==> config.mk <==
export PLATFORM = sky130hd
export DESIGN_NAME = pmtf_regs
export DESIGN_NICKNAME = d
export VERILOG_FILES = /design/src/pmtf_regs.v
export VERILOG_INCLUDE_DIRS = /design/src
export SDC_FILE = /design/constraint.sdc
export NUM_CORES = 1
export LEC_CHECK = 0
export BUFFER_PORTS_ARGS = -buffer_cell sky130_fd_sc_hd__clkbuf_2
export CORE_ASPECT_RATIO = 1.75
export CORE_UTILIZATION = 30
export CTS_CLUSTER_DIAMETER = 40
export DETAILED_ROUTE_END_ITERATION = 12
export PLACE_DENSITY = 0.65
export SLEW_MARGIN = 25
export SYNTH_ARGS = -nofsm -noshare
export SYNTH_HDL_FRONTEND = slang
export SYNTH_SLANG_ARGS = --single-unit
export TNS_END_PERCENT = 30
==> constraint.sdc <==
create_clock -name sys_clk -period 1.1 [get_ports sys_clk]
set_input_delay 0.11 -clock sys_clk [delete_from_list [all_inputs] [get_ports sys_clk]]
set_output_delay 0.11 -clock sys_clk [all_outputs]
set_load 0.05 [all_outputs]
==> src/pmtf_consts.vh <==
// Purpose: Constants for the pin monitor and transmit framing register bank
// Assumes: Byte-wide registers on a plain host register port
// Notes:   Reserved bits are masked on write so they always read zero
// Function
// - Pin snapshot read returns eight pin input levels in bits 7..0.
// - Pad speed bit 7 set selects fast pad switching, clear normal.
// - Select codes 0h and 1h leave the debug output pin undriven.
// - Select 2h drives debug pin low, 3h drives it high.
// - Select 4h, 5h, 6h route tx envelope, tx active, secure module signal.
// - Select 7h, 8h, 9h route rx envelope, rx active, rx bit signal.
// - Rx envelope on the debug pin is valid only in type A 106 kBd.
// - Framing bit 7 set sends high bit first, clear low bit first.
// - Framing bit 5 set gives odd parity, clear gives even parity.
// - Framing bit 3 gives the stop bit level.
// - Framing bit 1 gives the start bit level.
// - Framing bit 0 set sends a start bit, clear sends none.
`ifndef PMTF_CONSTS_VH
`define PMTF_CONSTS_VH

`define PMTF_ADDR_PIN_IN   8'h46
`define PMTF_ADDR_SIG_OUT  8'h47
`define PMTF_ADDR_FRAMING  8'h48

`define PMTF_SIG_WMASK     8'h8f
`define PMTF_FRM_WMASK     8'hab
`define PMTF_SIG_RESET     8'h00
`define PMTF_FRM_RESET     8'h00

`define PMTF_SIG_SPEED_BIT 7
`define PMTF_FRM_MSB_BIT   7
`define PMTF_FRM_ODD_BIT   5
`define PMTF_FRM_STOP_BIT  3
`define PMTF_FRM_SLVL_BIT  1
`define PMTF_FRM_SEN_BIT   0

`define PMTF_SEL_Z0        4'h0
`define PMTF_SEL_Z1        4'h1
`define PMTF_SEL_LOW       4'h2
`define PMTF_SEL_HIGH      4'h3
`define PMTF_SEL_TX_ENV    4'h4
`define PMTF_SEL_TX_ACT    4'h5
`define PMTF_SEL_SECURE    4'h6
`define PMTF_SEL_RX_ENV    4'h7
`define PMTF_SEL_RX_ACT    4'h8
`define PMTF_SEL_RX_BIT    4'h9

`endif

==> src/pmtf_regs.v <==
// Purpose: Pin snapshot, debug output select and transmit framing registers
// Assumes: Pin levels and internal signals are synchronous to sys_clk
// Notes:   Read data stand one cycle after the read strobe; unmapped reads give zero
`include "pmtf_consts.vh"
`timescale 1ns/10ps
`default_nettype none

module pmtf_regs
(
  input  wire       sys_clk,
  input  wire       rst,
  input  wire [7:0] reg_addr,
  input  wire [7:0] reg_wdata,
  input  wire       reg_wr,
  input  wire       reg_rd,
  output reg  [7:0] reg_rdata,
  input  wire       signal_input_pin,
  input  wire       clock_output_pin,
  input  wire       host_iface_select_pin1,
  input  wire       host_iface_select_pin0,
  input  wire [3:0] scan_pin_level,
  input  wire       tx_envelope,
  input  wire       tx_active,
  input  wire       secure_module_signal,
  input  wire       rx_envelope,
  input  wire       rx_envelope_valid,
  input  wire       rx_active,
  input  wire       rx_bit,
  output reg        debug_signal_output_pin,
  output reg        debug_signal_output_oe,
  output reg        fast_pad_enable,
  output reg        tx_high_bit_first,
  output reg        tx_odd_parity_select,
  output reg        tx_stop_level,
  output reg        tx_start_level,
  output reg        tx_start_bit_enable
);

  reg  [7:0] sig_out_q;
  reg  [7:0] framing_q;
  reg  [7:0] rdata_d;
  reg        dbg_d;
  reg        dbg_oe_d;
  wire [3:0] debug_output_select;
  wire [7:0] pin_snapshot;

  assign debug_output_select = sig_out_q[3:0];

  // Live input levels, bit 7 down to bit 0
  assign pin_snapshot = {signal_input_pin, clock_output_pin, host_iface_select_pin1,
                         host_iface_select_pin0, scan_pin_level};

  // Register writes; reserved bits are masked off and stay zero
  always @(posedge sys_clk)
  begin
    if (rst)
    begin
      sig_out_q <= `PMTF_SIG_RESET;
      framing_q <= `PMTF_FRM_RESET;
    end
    else if (reg_wr)
    begin
      if (reg_addr == `PMTF_ADDR_SIG_OUT)
        sig_out_q <= reg_wdata & `PMTF_SIG_WMASK;
      if (reg_addr == `PMTF_ADDR_FRAMING)
        framing_q <= reg_wdata & `PMTF_FRM_WMASK;
    end
  end

  // Read mux
  always @*
  begin
    rdata_d = 8'h00;
    case (reg_addr)
      `PMTF_ADDR_PIN_IN:  rdata_d = pin_snapshot;
      `PMTF_ADDR_SIG_OUT: rdata_d = sig_out_q;
      `PMTF_ADDR_FRAMING: rdata_d = framing_q;
      default:            rdata_d = 8'h00;
    endcase
  end

  // Debug output pin source
  always @*
  begin
    dbg_d    = 1'b0;
    dbg_oe_d = 1'b1;
    case (debug_output_select)
      `PMTF_SEL_Z0:     dbg_oe_d = 1'b0;
      `PMTF_SEL_Z1:     dbg_oe_d = 1'b0;
      `PMTF_SEL_LOW:    dbg_d    = 1'b0;
      `PMTF_SEL_HIGH:   dbg_d    = 1'b1;
      `PMTF_SEL_TX_ENV: dbg_d    = tx_envelope;
      `PMTF_SEL_TX_ACT: dbg_d    = tx_active;
      `PMTF_SEL_SECURE: dbg_d    = secure_module_signal;
      // Outside type A 106 kBd the envelope is not meaningful, so hold low
      `PMTF_SEL_RX_ENV: dbg_d    = rx_envelope & rx_envelope_valid;
      `PMTF_SEL_RX_ACT: dbg_d    = rx_active;
      `PMTF_SEL_RX_BIT: dbg_d    = rx_bit;
      default:          dbg_oe_d = 1'b0;
    endcase
  end

  // All outputs registered
  always @(posedge sys_clk)
  begin
    if (rst)
    begin
      reg_rdata               <= 8'h00;
      debug_signal_output_pin <= 1'b0;
      debug_signal_output_oe  <= 1'b0;
      fast_pad_enable         <= 1'b0;
      tx_high_bit_first       <= 1'b0;
      tx_odd_parity_select    <= 1'b0;
      tx_stop_level           <= 1'b0;
      tx_start_level          <= 1'b0;
      tx_start_bit_enable     <= 1'b0;
    end
    else
    begin
      reg_rdata               <= reg_rd ? rdata_d : 8'h00;
      debug_signal_output_pin <= dbg_d;
      debug_signal_output_oe  <= dbg_oe_d;
      fast_pad_enable         <= sig_out_q[`PMTF_SIG_SPEED_BIT];
      tx_high_bit_first       <= framing_q[`PMTF_FRM_MSB_BIT];
      tx_odd_parity_select    <= framing_q[`PMTF_FRM_ODD_BIT];
      tx_stop_level           <= framing_q[`PMTF_FRM_STOP_BIT];
      tx_start_level          <= framing_q[`PMTF_FRM_SLVL_BIT];
      tx_start_bit_enable     <= framing_q[`PMTF_FRM_SEN_BIT];
    end
  end

endmodule // pmtf_regs

`default_nettype wire

Yosys cells after proc, flatten, opt, wreduce, memory -nomap -nowiden:

Index checks and enable logic that the tools add are counted.

* register bits after elaboration: 26
* bits in latches: 0
* RAM bits: 0
* bits in read-only memories: 0
* output and inout port bits: 16
* memories: 0

* add/subtract/negate cells: 0
* $mul: 0
* div/mod/pow operators: 0
* $lt $le $gt $ge: 0
* equality and inequality tests: 11
* shifts and indexed selects: 0
* mux-type cells: 3
* bitwise gates (word level): 2
* reductions and logical operators: 4

Operator list (number)
* $eq 8x7->1 const B: 3
* $pmux 8 s3: 1
* $eq 4x3->1 const B: 4
* $eq 4x2->1 const B: 2
* $eq 4x4->1 const B: 2
* $reduce_or 8->1: 1
* $pmux 1 s7: 1
* $reduce_and 2->1: 2
* $reduce_or 2->1: 1
* $and 1x1->1: 1
* $mux 1: 1
* $not 1->1: 1

Depth between registers and ports, before layout:

Gate-level depths: netlist of the first run.

* depth after elaboration: 3
* depth in mapped cells: 6
* mapped depth without buffers: 4

Worst setup path before layout of the first run:

OpenSTA, ideal clock, no wires.

* kind: register to register
* start: register sig_out_q[0]
* end: register debug_signal_output_pin
* setup time: 0.132 ns
* data arrival time: 0.944 ns
* data required time: 0.968 ns
* setup slack: 0.024 ns
* stages on the path, launching flop included: 6
* clock period less this slack: 1.076 ns
* cells stage by stage: dfxtp_1 > clkbuf_1 > mux2i_1 > nor3b_1 > o21bai_1 > a21oi_1

* longest elaborated chain between the ends: 2
* elaborated cells on any way between the ends: 8
* classes of those cells: eq/ne: 7; mux: 1

RTL lines
* start, declared: line pmtf_regs.v:39 `reg [7:0] sig_out_q;`
* start signal, assigned: line pmtf_regs.v:58 `` sig_out_q <= `PMTF_SIG_RESET; ``
* start signal, assigned: line pmtf_regs.v:64 `` sig_out_q <= reg_wdata & `PMTF_SIG_WMASK; ``
* $eq 4x4->1 (tied with other cells): line pmtf_regs.v:87 `case (debug_output_select)`
* $pmux 1 s7 *: line pmtf_regs.v:87
* end signal, assigned: line pmtf_regs.v:121 `debug_signal_output_pin <= dbg_d;`
* end, declared: line pmtf_regs.v:29 `output reg debug_signal_output_pin,`

Every way passes the cells marked *; elsewhere a longest branch is shown, timed or not.
A chain may end at the register's enable or synchronous reset.

Final worst setup path of the first run:

Ends and elaborated chain as after synthesis.

==> results of run 1 <==
[flip-flops by register name (all words and copies together) (netlist names)]
signal                   count
tx_odd_parity_select         1
debug_signal_output_oe       1
fast_pad_enable              1
debug_signal_output_pin      1
sig_out_q                    5
tx_start_bit_enable          1
tx_start_level               1
tx_high_bit_first            1
tx_stop_level                1
framing_q                    5
reg_rdata                    8
[per-stage QoR]
step,worst slack [ps],cell area (um2),power (mW)
2_1_floorplan,23.5,1070,1.01
3_3_place_gp,-162,1420,1.09
3_5_place_dp,-206,1420,1.09
4_1_cts,26.1,1490,1.87
5_1_grt,-5.68,1490,1.94
6_report,78.7,1490,1.85
[worst paths after layout]
path                                                end  slack, ps  cells after the start
worst max-delay path            debug_signal_output_pin         80                      4
worst max register to register  debug_signal_output_pin         80                      4
worst min-delay path                       reg_rdata[7]         60                      3
worst min register to register             framing_q[5]        470                      2
[final cells by class]
| type | count | area, um2 |
|---|---|---|
| fill | 350 | 1900 |
| sequential | 26 | 523 |
| multi-input combinational | 80 | 508 |
| timing repair buffer | 59 | 335 |
| tap | 45 | 56.3 |
| clock buffer | 3 | 41.3 |
| clock inverter | 1 | 30.0 |
[synthesized netlist by cell type]
cell and n:
nor4b_4 2, nor3b_1 2, nor2_1 5, clkbuf_1 2
nor3b_2 1, a22oi_2 3, buf_6 2, nand2_1 16
and3_1 3, o211ai_1 1, nand3b_1 1, buf_2 1
a311oi_1 1, and3b_1 1, buf_4 1, and2_1 1
o21bai_1 1, nor3_1 1, a21oi_1 16, xor2_1 1
a22oi_1 1, buf_1 1, dfxtp_1 26, mux2i_1 4
nor2b_1 7, nand4_1 1, nand3_1 11
[power by group]
part           switching, mW  internal (mW)
sequential          0.000596          0.941
combinational         0.0626         0.0682
clock                  0.295          0.486
total                  0.358           1.50
[layout by cell type, fill, tap and decap left out, types with 3 or more instances in the layout]
cell / instances
nor2b_1: 7
mux2i_1: 4
a21oi_1: 16
clkbuf_2: 48
buf_4: 10
dfxtp_1: 24
nand3_1: 11
nor2_1: 5
nand2_1: 16
clkbuf_8: 3
a22oi_2: 3
and3_1: 3
[timing repair]
item                       in CTS  in global routing
hold buffers                    0                  0
resized for setup               0                  3
setup endpoints to repair       0                  2
[metal layers]
metal	wire [um]	up-vias
met5	0	-
met4	61	0
met3	57	4
met2	1510	24
met1	974	460
li1	-	507
[kinds of logic (layout without fill, tap and decap cells)]
family	Yosys count	in the layout	synth area share, %
AOI/OAI and AO/OA	23	23	13.9
buffers and inverters	7	63	4.33
muxes	4	4	3.74
DFF	26	26	48.7
xor gates and xnor gates	1	1	0.819
and+or+nand+nor	52	52	28.5
[worst reg2reg max path, delay by kind of cell, from the launching register on]
kind	cells	cell delay (ps)
flip-flops	1	380
multiplexers	1	250
AO/OA/AOI/OAI	2	210
AND/OR/NAND/NOR	1	80
==> flow_summary.json, run 1 <==
{
  "relSlewSlack_pct": 73.8,
  "area_delta_synth_final_pct": 39.6,
  "setup_viol": 0,
  "rows": 28,
  "drc": 0,
  "clkLatencyLatePin_ps": 260,
  "start_util_pct": 31.5,
  "grt_max_degree": 19,
  "yosysWarnings": 0,
  "fin_cells": 214,
  "dieArea_um2": 3820,
  "cp-start-kind": "flop",
  "avgSynthCellArea_um2": 9.47,
  "ant_nets": 0,
  "drv_slew": 0,
  "cts_max_level": 1,
  "synth_cell_type_count": 27,
  "diodes": 0,
  "track_usage_pct": 15.2,
  "cts.clk_slew.worst_paths_ps": 90,
  "layout-drive-gt1-share_pct": 42.6,
  "port_buffers": 48,
  "wl_mm": 2.60,
  "core_area_um2": 3400,
  "fin_nets": 205,
  "hold_ws_ps": 62.0,
  "post_cts_buffers": 0,
  "max_slew.worst_pin.slew_ps": 392,
  "status": "completed",
  "overflow": 0,
  "cts-root-buf": "clkbuf_8",
  "fin_skew_ps": 3.77,
  "crit_path_max_incr_delay_ps": 380,
  "timing.setup.tns_ps": 0,
  "clockBufferDepth": 2,
  "syn-num-nets": 148,
  "vias": 995,
  "worst_ep_required_time_ps": 1260,
  "fp.dieH_um": 81.0,
  "grt-busiest-layer": "met2",
  "io_pins": 51,
  "use_met2_pct": 27.9,
  "grt_first_pass_wirelength_mm": 4.26,
  "crit_chain": "mux2i_1 -> nor3b_2 -> o21bai_1 -> a21oi_1",
  "synth_area_um2": 1070,
  "cpLargestDelayFamily": "flip-flops",
  "grt_pass1_vias": 965,
  "postLayoutCoreUtil_pct": 44.0,
  "drt-wirelength-per-cell_um": 12.2,
  "synth-seq-cells": 26,
  "cp_slowest_cell": "dfxtp_2",
  "synth_top_area_share_pct": 48.7,
  "p_leak_nw": 0.630,
  "dpl.hpwl_mm": 2.09,
  "fin_crit_ps": 1020,
  "cp.arrival_ps": 1180,
  "drt_iter0_markers": 17,
  "cp_num_buf_inv": 0,
  "clock-sinks": 26,
  "viasPerCell": 4.65,
  "globalplace.congestion": 0.789,
  "yosysSeqAreaShare_pct": 48.7,
  "synth.area.top_cells": "dfxtp_1, a21oi_1, nand2_1, nand3_1, nor4b_4",
  "globalRouteMet1Util_pct": 16.8,
  "cts_buffers": 3,
  "irDropWorstVdd_v": 0.000672,
  "min_from": "signal_input_pin",
  "crit_start": "sig_out_q[0]",
  "max_freq_mhz": 979,
  "power_density_nw_per_um2": 1240,
  "cts_tree": "yes",
  "yosys.area.top_type": "dfxtp_1",
  "maxCapViolations": 0,
  "end_kind": "flop",
  "r2r_start": "sig_out_q[0]",
  "synth_cells": 113,
  "timing_hold_violations_final": 0,
  "path_max_fanout": 4,
  "period_share_pct": 92.8,
  "grt_use_met3_pct": 0.667,
  "dp_cells": 210,
  "antenna_found_initial": 0,
  "min_path_type": "in -> reg",
  "drt_pass1_iterations": 4,
  "die_w_um": 47.1,
  "crit_type": "reg -> reg"
}
Power figures use the tool's default switching activity.
==> run 2: changes to the inputs <==
CELL_PAD_IN_SITES_DETAIL_PLACEMENT = 1   (was not set)
CELL_PAD_IN_SITES_GLOBAL_PLACEMENT = 1   (was not set)
CORE_UTILIZATION = 25   (was 30)
HOLD_SLACK_MARGIN = 0.1   (was not set)
PLACE_DENSITY = 0.72   (was 0.65)
==> run 2 against run 1 <==
  * Design area up 6.7%
  * Die area up 19%
  * Largest power group unchanged
  * Utilization down 5.2 points
  * Total power down 11%
  * Non-clock buffer count up 9
  * Critical path type unchanged
==> flow_summary.json, run 2 (synthesis results as in run 1) <==
{
  "ff2ff_path_depth": 5,
  "ant_nets": 0,
  "dpl.hpwl_mm": 2.50,
  "period_share_pct": 96.8,
  "cts-root-buf": "clkbuf_8",
  "final_common_cell": "clkbuf_2",
  "path_max_fanout": 4,
  "start_util_pct": 26.0,
  "drt_iter0_markers": 5,
  "p_seq_share_pct": 57.1,
  "max_freq_mhz": 939,
  "cts.clk_slew.worst_paths_ps": 90,
  "drt_pass1_iterations": 4,
  "track_usage_pct": 14.7,
  "cts_tree": "yes",
  "dieArea_um2": 4560,
  "cp.arrival_ps": 1230,
  "clock-sinks": 26,
  "pwr-share-comb_pct": 10.1,
  "min_to": "framing_q[3]",
  "cp_slowest_cell": "dfxtp_4",
  "relSlewSlack_pct": 74.7,
  "area_delta_synth_final_pct": 49.0,
  "fin_skew_ps": 6.94,
  "globalplace.congestion": 0.848,
  "clockBufferDepth": 2,
  "final_cell_mix": "clkbuf_2, dfxtp_1, nand2_1, a21oi_1",
  "drc": 0,
  "grt_first_pass_wirelength_mm": 5.01,
  "place_ws_ps": -242,
  "cp-start-kind": "flop",
  "grt_pass1_vias": 1150,
  "crit_chain": "buf_4 -> mux2i_1 -> nor2_1 -> a21oi_1 -> nor2_1",
  "io_pins": 51,
  "dp_cells": 214,
  "largest_reg_flops": 8,
  "core_area_um2": 4110,
  "min_path_type": "in -> reg",
  "setup_slack_ps": 34.8,
  "min_from": "reg_wdata[3]",
  "postLayoutCoreUtil_pct": 38.8,
  "reg2reg_to": "reg_rdata[0]",
  "min_delay_path_depth": 3,
  "end_kind": "flop",
  "switchingPower_uw": 367,
  "fin_cells": 226,
  "power_density_nw_per_um2": 1030,
  "fin_crit_ps": 1070,
  "crit_path_max_incr_delay_ps": 380,
  "cts_buffers": 3,
  "grt_max_degree": 19,
  "crit_top_cell": "nor2_1",
  "timing.setup.tns_ps": 0,
  "fin_nets": 214,
  "p_int_mw": 1.28,
  "viasPerCell": 4.55,
  "setup_viol": 0,
  "die_w_um": 51.5,
  "cts_max_level": 1,
  "rows": 31,
  "clkLatencyLatePin_ps": 270,
  "layout-drive-gt1-share_pct": 43.5,
  "maxCapViolations": 0,
  "rsz0062_at_grt": "yes",
  "drv_slew": 0,
  "fp.dieH_um": 88.5,
  "wl_mm": 3.19,
  "timing_hold_violations_final": 0,
  "port_buffers": 48,
  "antenna_found_initial": 0,
  "irDropWorstVdd_v": 0.000785,
  "crit_type": "reg -> reg",
  "vias": 1029,
  "p_leak_nw": 0.664,
  "status": "completed",
  "largestRegisters": "reg_rdata: 8 flops, framing_q: 5 flops, sig_out_q: 5 flops",
  "r2r_start": "sig_out_q[0]",
  "regMostFlops": "reg_rdata",
  "rrSetupSlack_ps": 30,
  "worst_ep_required_time_ps": 1260,
  "diodes": 0,
  "clockPowerShare_pct": 32.7,
  "overflow": 0,
  "drt-wirelength-per-cell_um": 14.1,
  "max_slew.worst_pin.slew_ps": 378,
  "switching_share_pct": 22.3
}
==> run 2: cell types whose count changed in the layout (fill, tap and decap cells not counted), moves of 2 or more <==
cell and delta:
a21oi_1 -2, a21oi_2 +2, dlygate4sd3_1 +8, mux2i_1 -2
==> run 2: cell type report <==
class	count	area [um2]
fill	518	2520
tap	49	61.3
sequential	26	526
multi-input combinational	80	537
clock buffer	3	41.3
timing repair buffer	68	429
==> run 2: power by group through the flow <==
| stage | combinational [mW] | sequential (mW) | clock [mW] |
|---|---|---|---|
| 2_1_floorplan | 0.0468 | 0.965 | 0 |
| 3_3_place_gp | 0.130 | 0.964 | 0 |
| 3_5_place_dp | 0.135 | 0.964 | 0 |
| 4_1_cts | 0.157 | 0.942 | 0.545 |
| 5_1_grt | 0.182 | 0.940 | 0.581 |
| 6_report | 0.167 | 0.939 | 0.538 |
==> run 2: per-stage QoR <==
step | hold WS, ps | total power [mW] | instance area [um2]
floorplan | 246 | 1.01 | 1070
detailed placement | 353 | 1.10 | 1420
finish | 111 | 1.64 | 1590
CTS | 104 | 1.64 | 1540
global route | 112 | 1.70 | 1590
global placement | 342 | 1.09 | 1420
==> run 2: timing repair <==
item                                    in CTS  in global routing
buffers inserted                             0                  1
resized for setup                            1                 12
hold endpoints to repair                     9                  0
pin swaps                                    0                 12
hold buffers                                 8                  0
endpoints found under the setup margin       1                  7
==> run 2: worst max-delay path by stage <==
stage | from | to | cells past startpoint
5_1_grt | reg_addr[7] | sig_out_q[7] | 6
2_1_floorplan | sig_out_q[0] | debug_signal_output_pin | 5
3_5_place_dp | reg_addr[5] | sig_out_q[2] | 6
4_1_cts | sig_out_q[0] | debug_signal_output_pin | 4
6_report | sig_out_q[0] | reg_rdata[0] | 5
3_3_place_gp | reg_addr[5] | sig_out_q[7] | 6
==> run 2: worst max-delay path, delay by kind of cell (launching register included) <==
family / cells / cell delay, ps
buffers and inverters: 1 / 140
muxes: 1 / 120
DFF: 1 / 380
and+or+nand+nor: 2 / 140
AOI/OAI and AO/OA: 1 / 170
==> run 2: per-layer routing <==
| metal | wire length (um) | vias up | GRT usage [%] | part of all wire [%] |
|---|---|---|---|---|
| met2 | 1950 | 23 | 30.9 | 61 |
| met5 | 0 | - | 0 | 0 |
| met3 | 67 | 4 | 1.37 | 2.1 |
| li1 | - | 522 | - | - |
| met1 | 1120 | 480 | 13.1 | 35 |
| met4 | 51 | 0 | 7.13 | 1.6 |
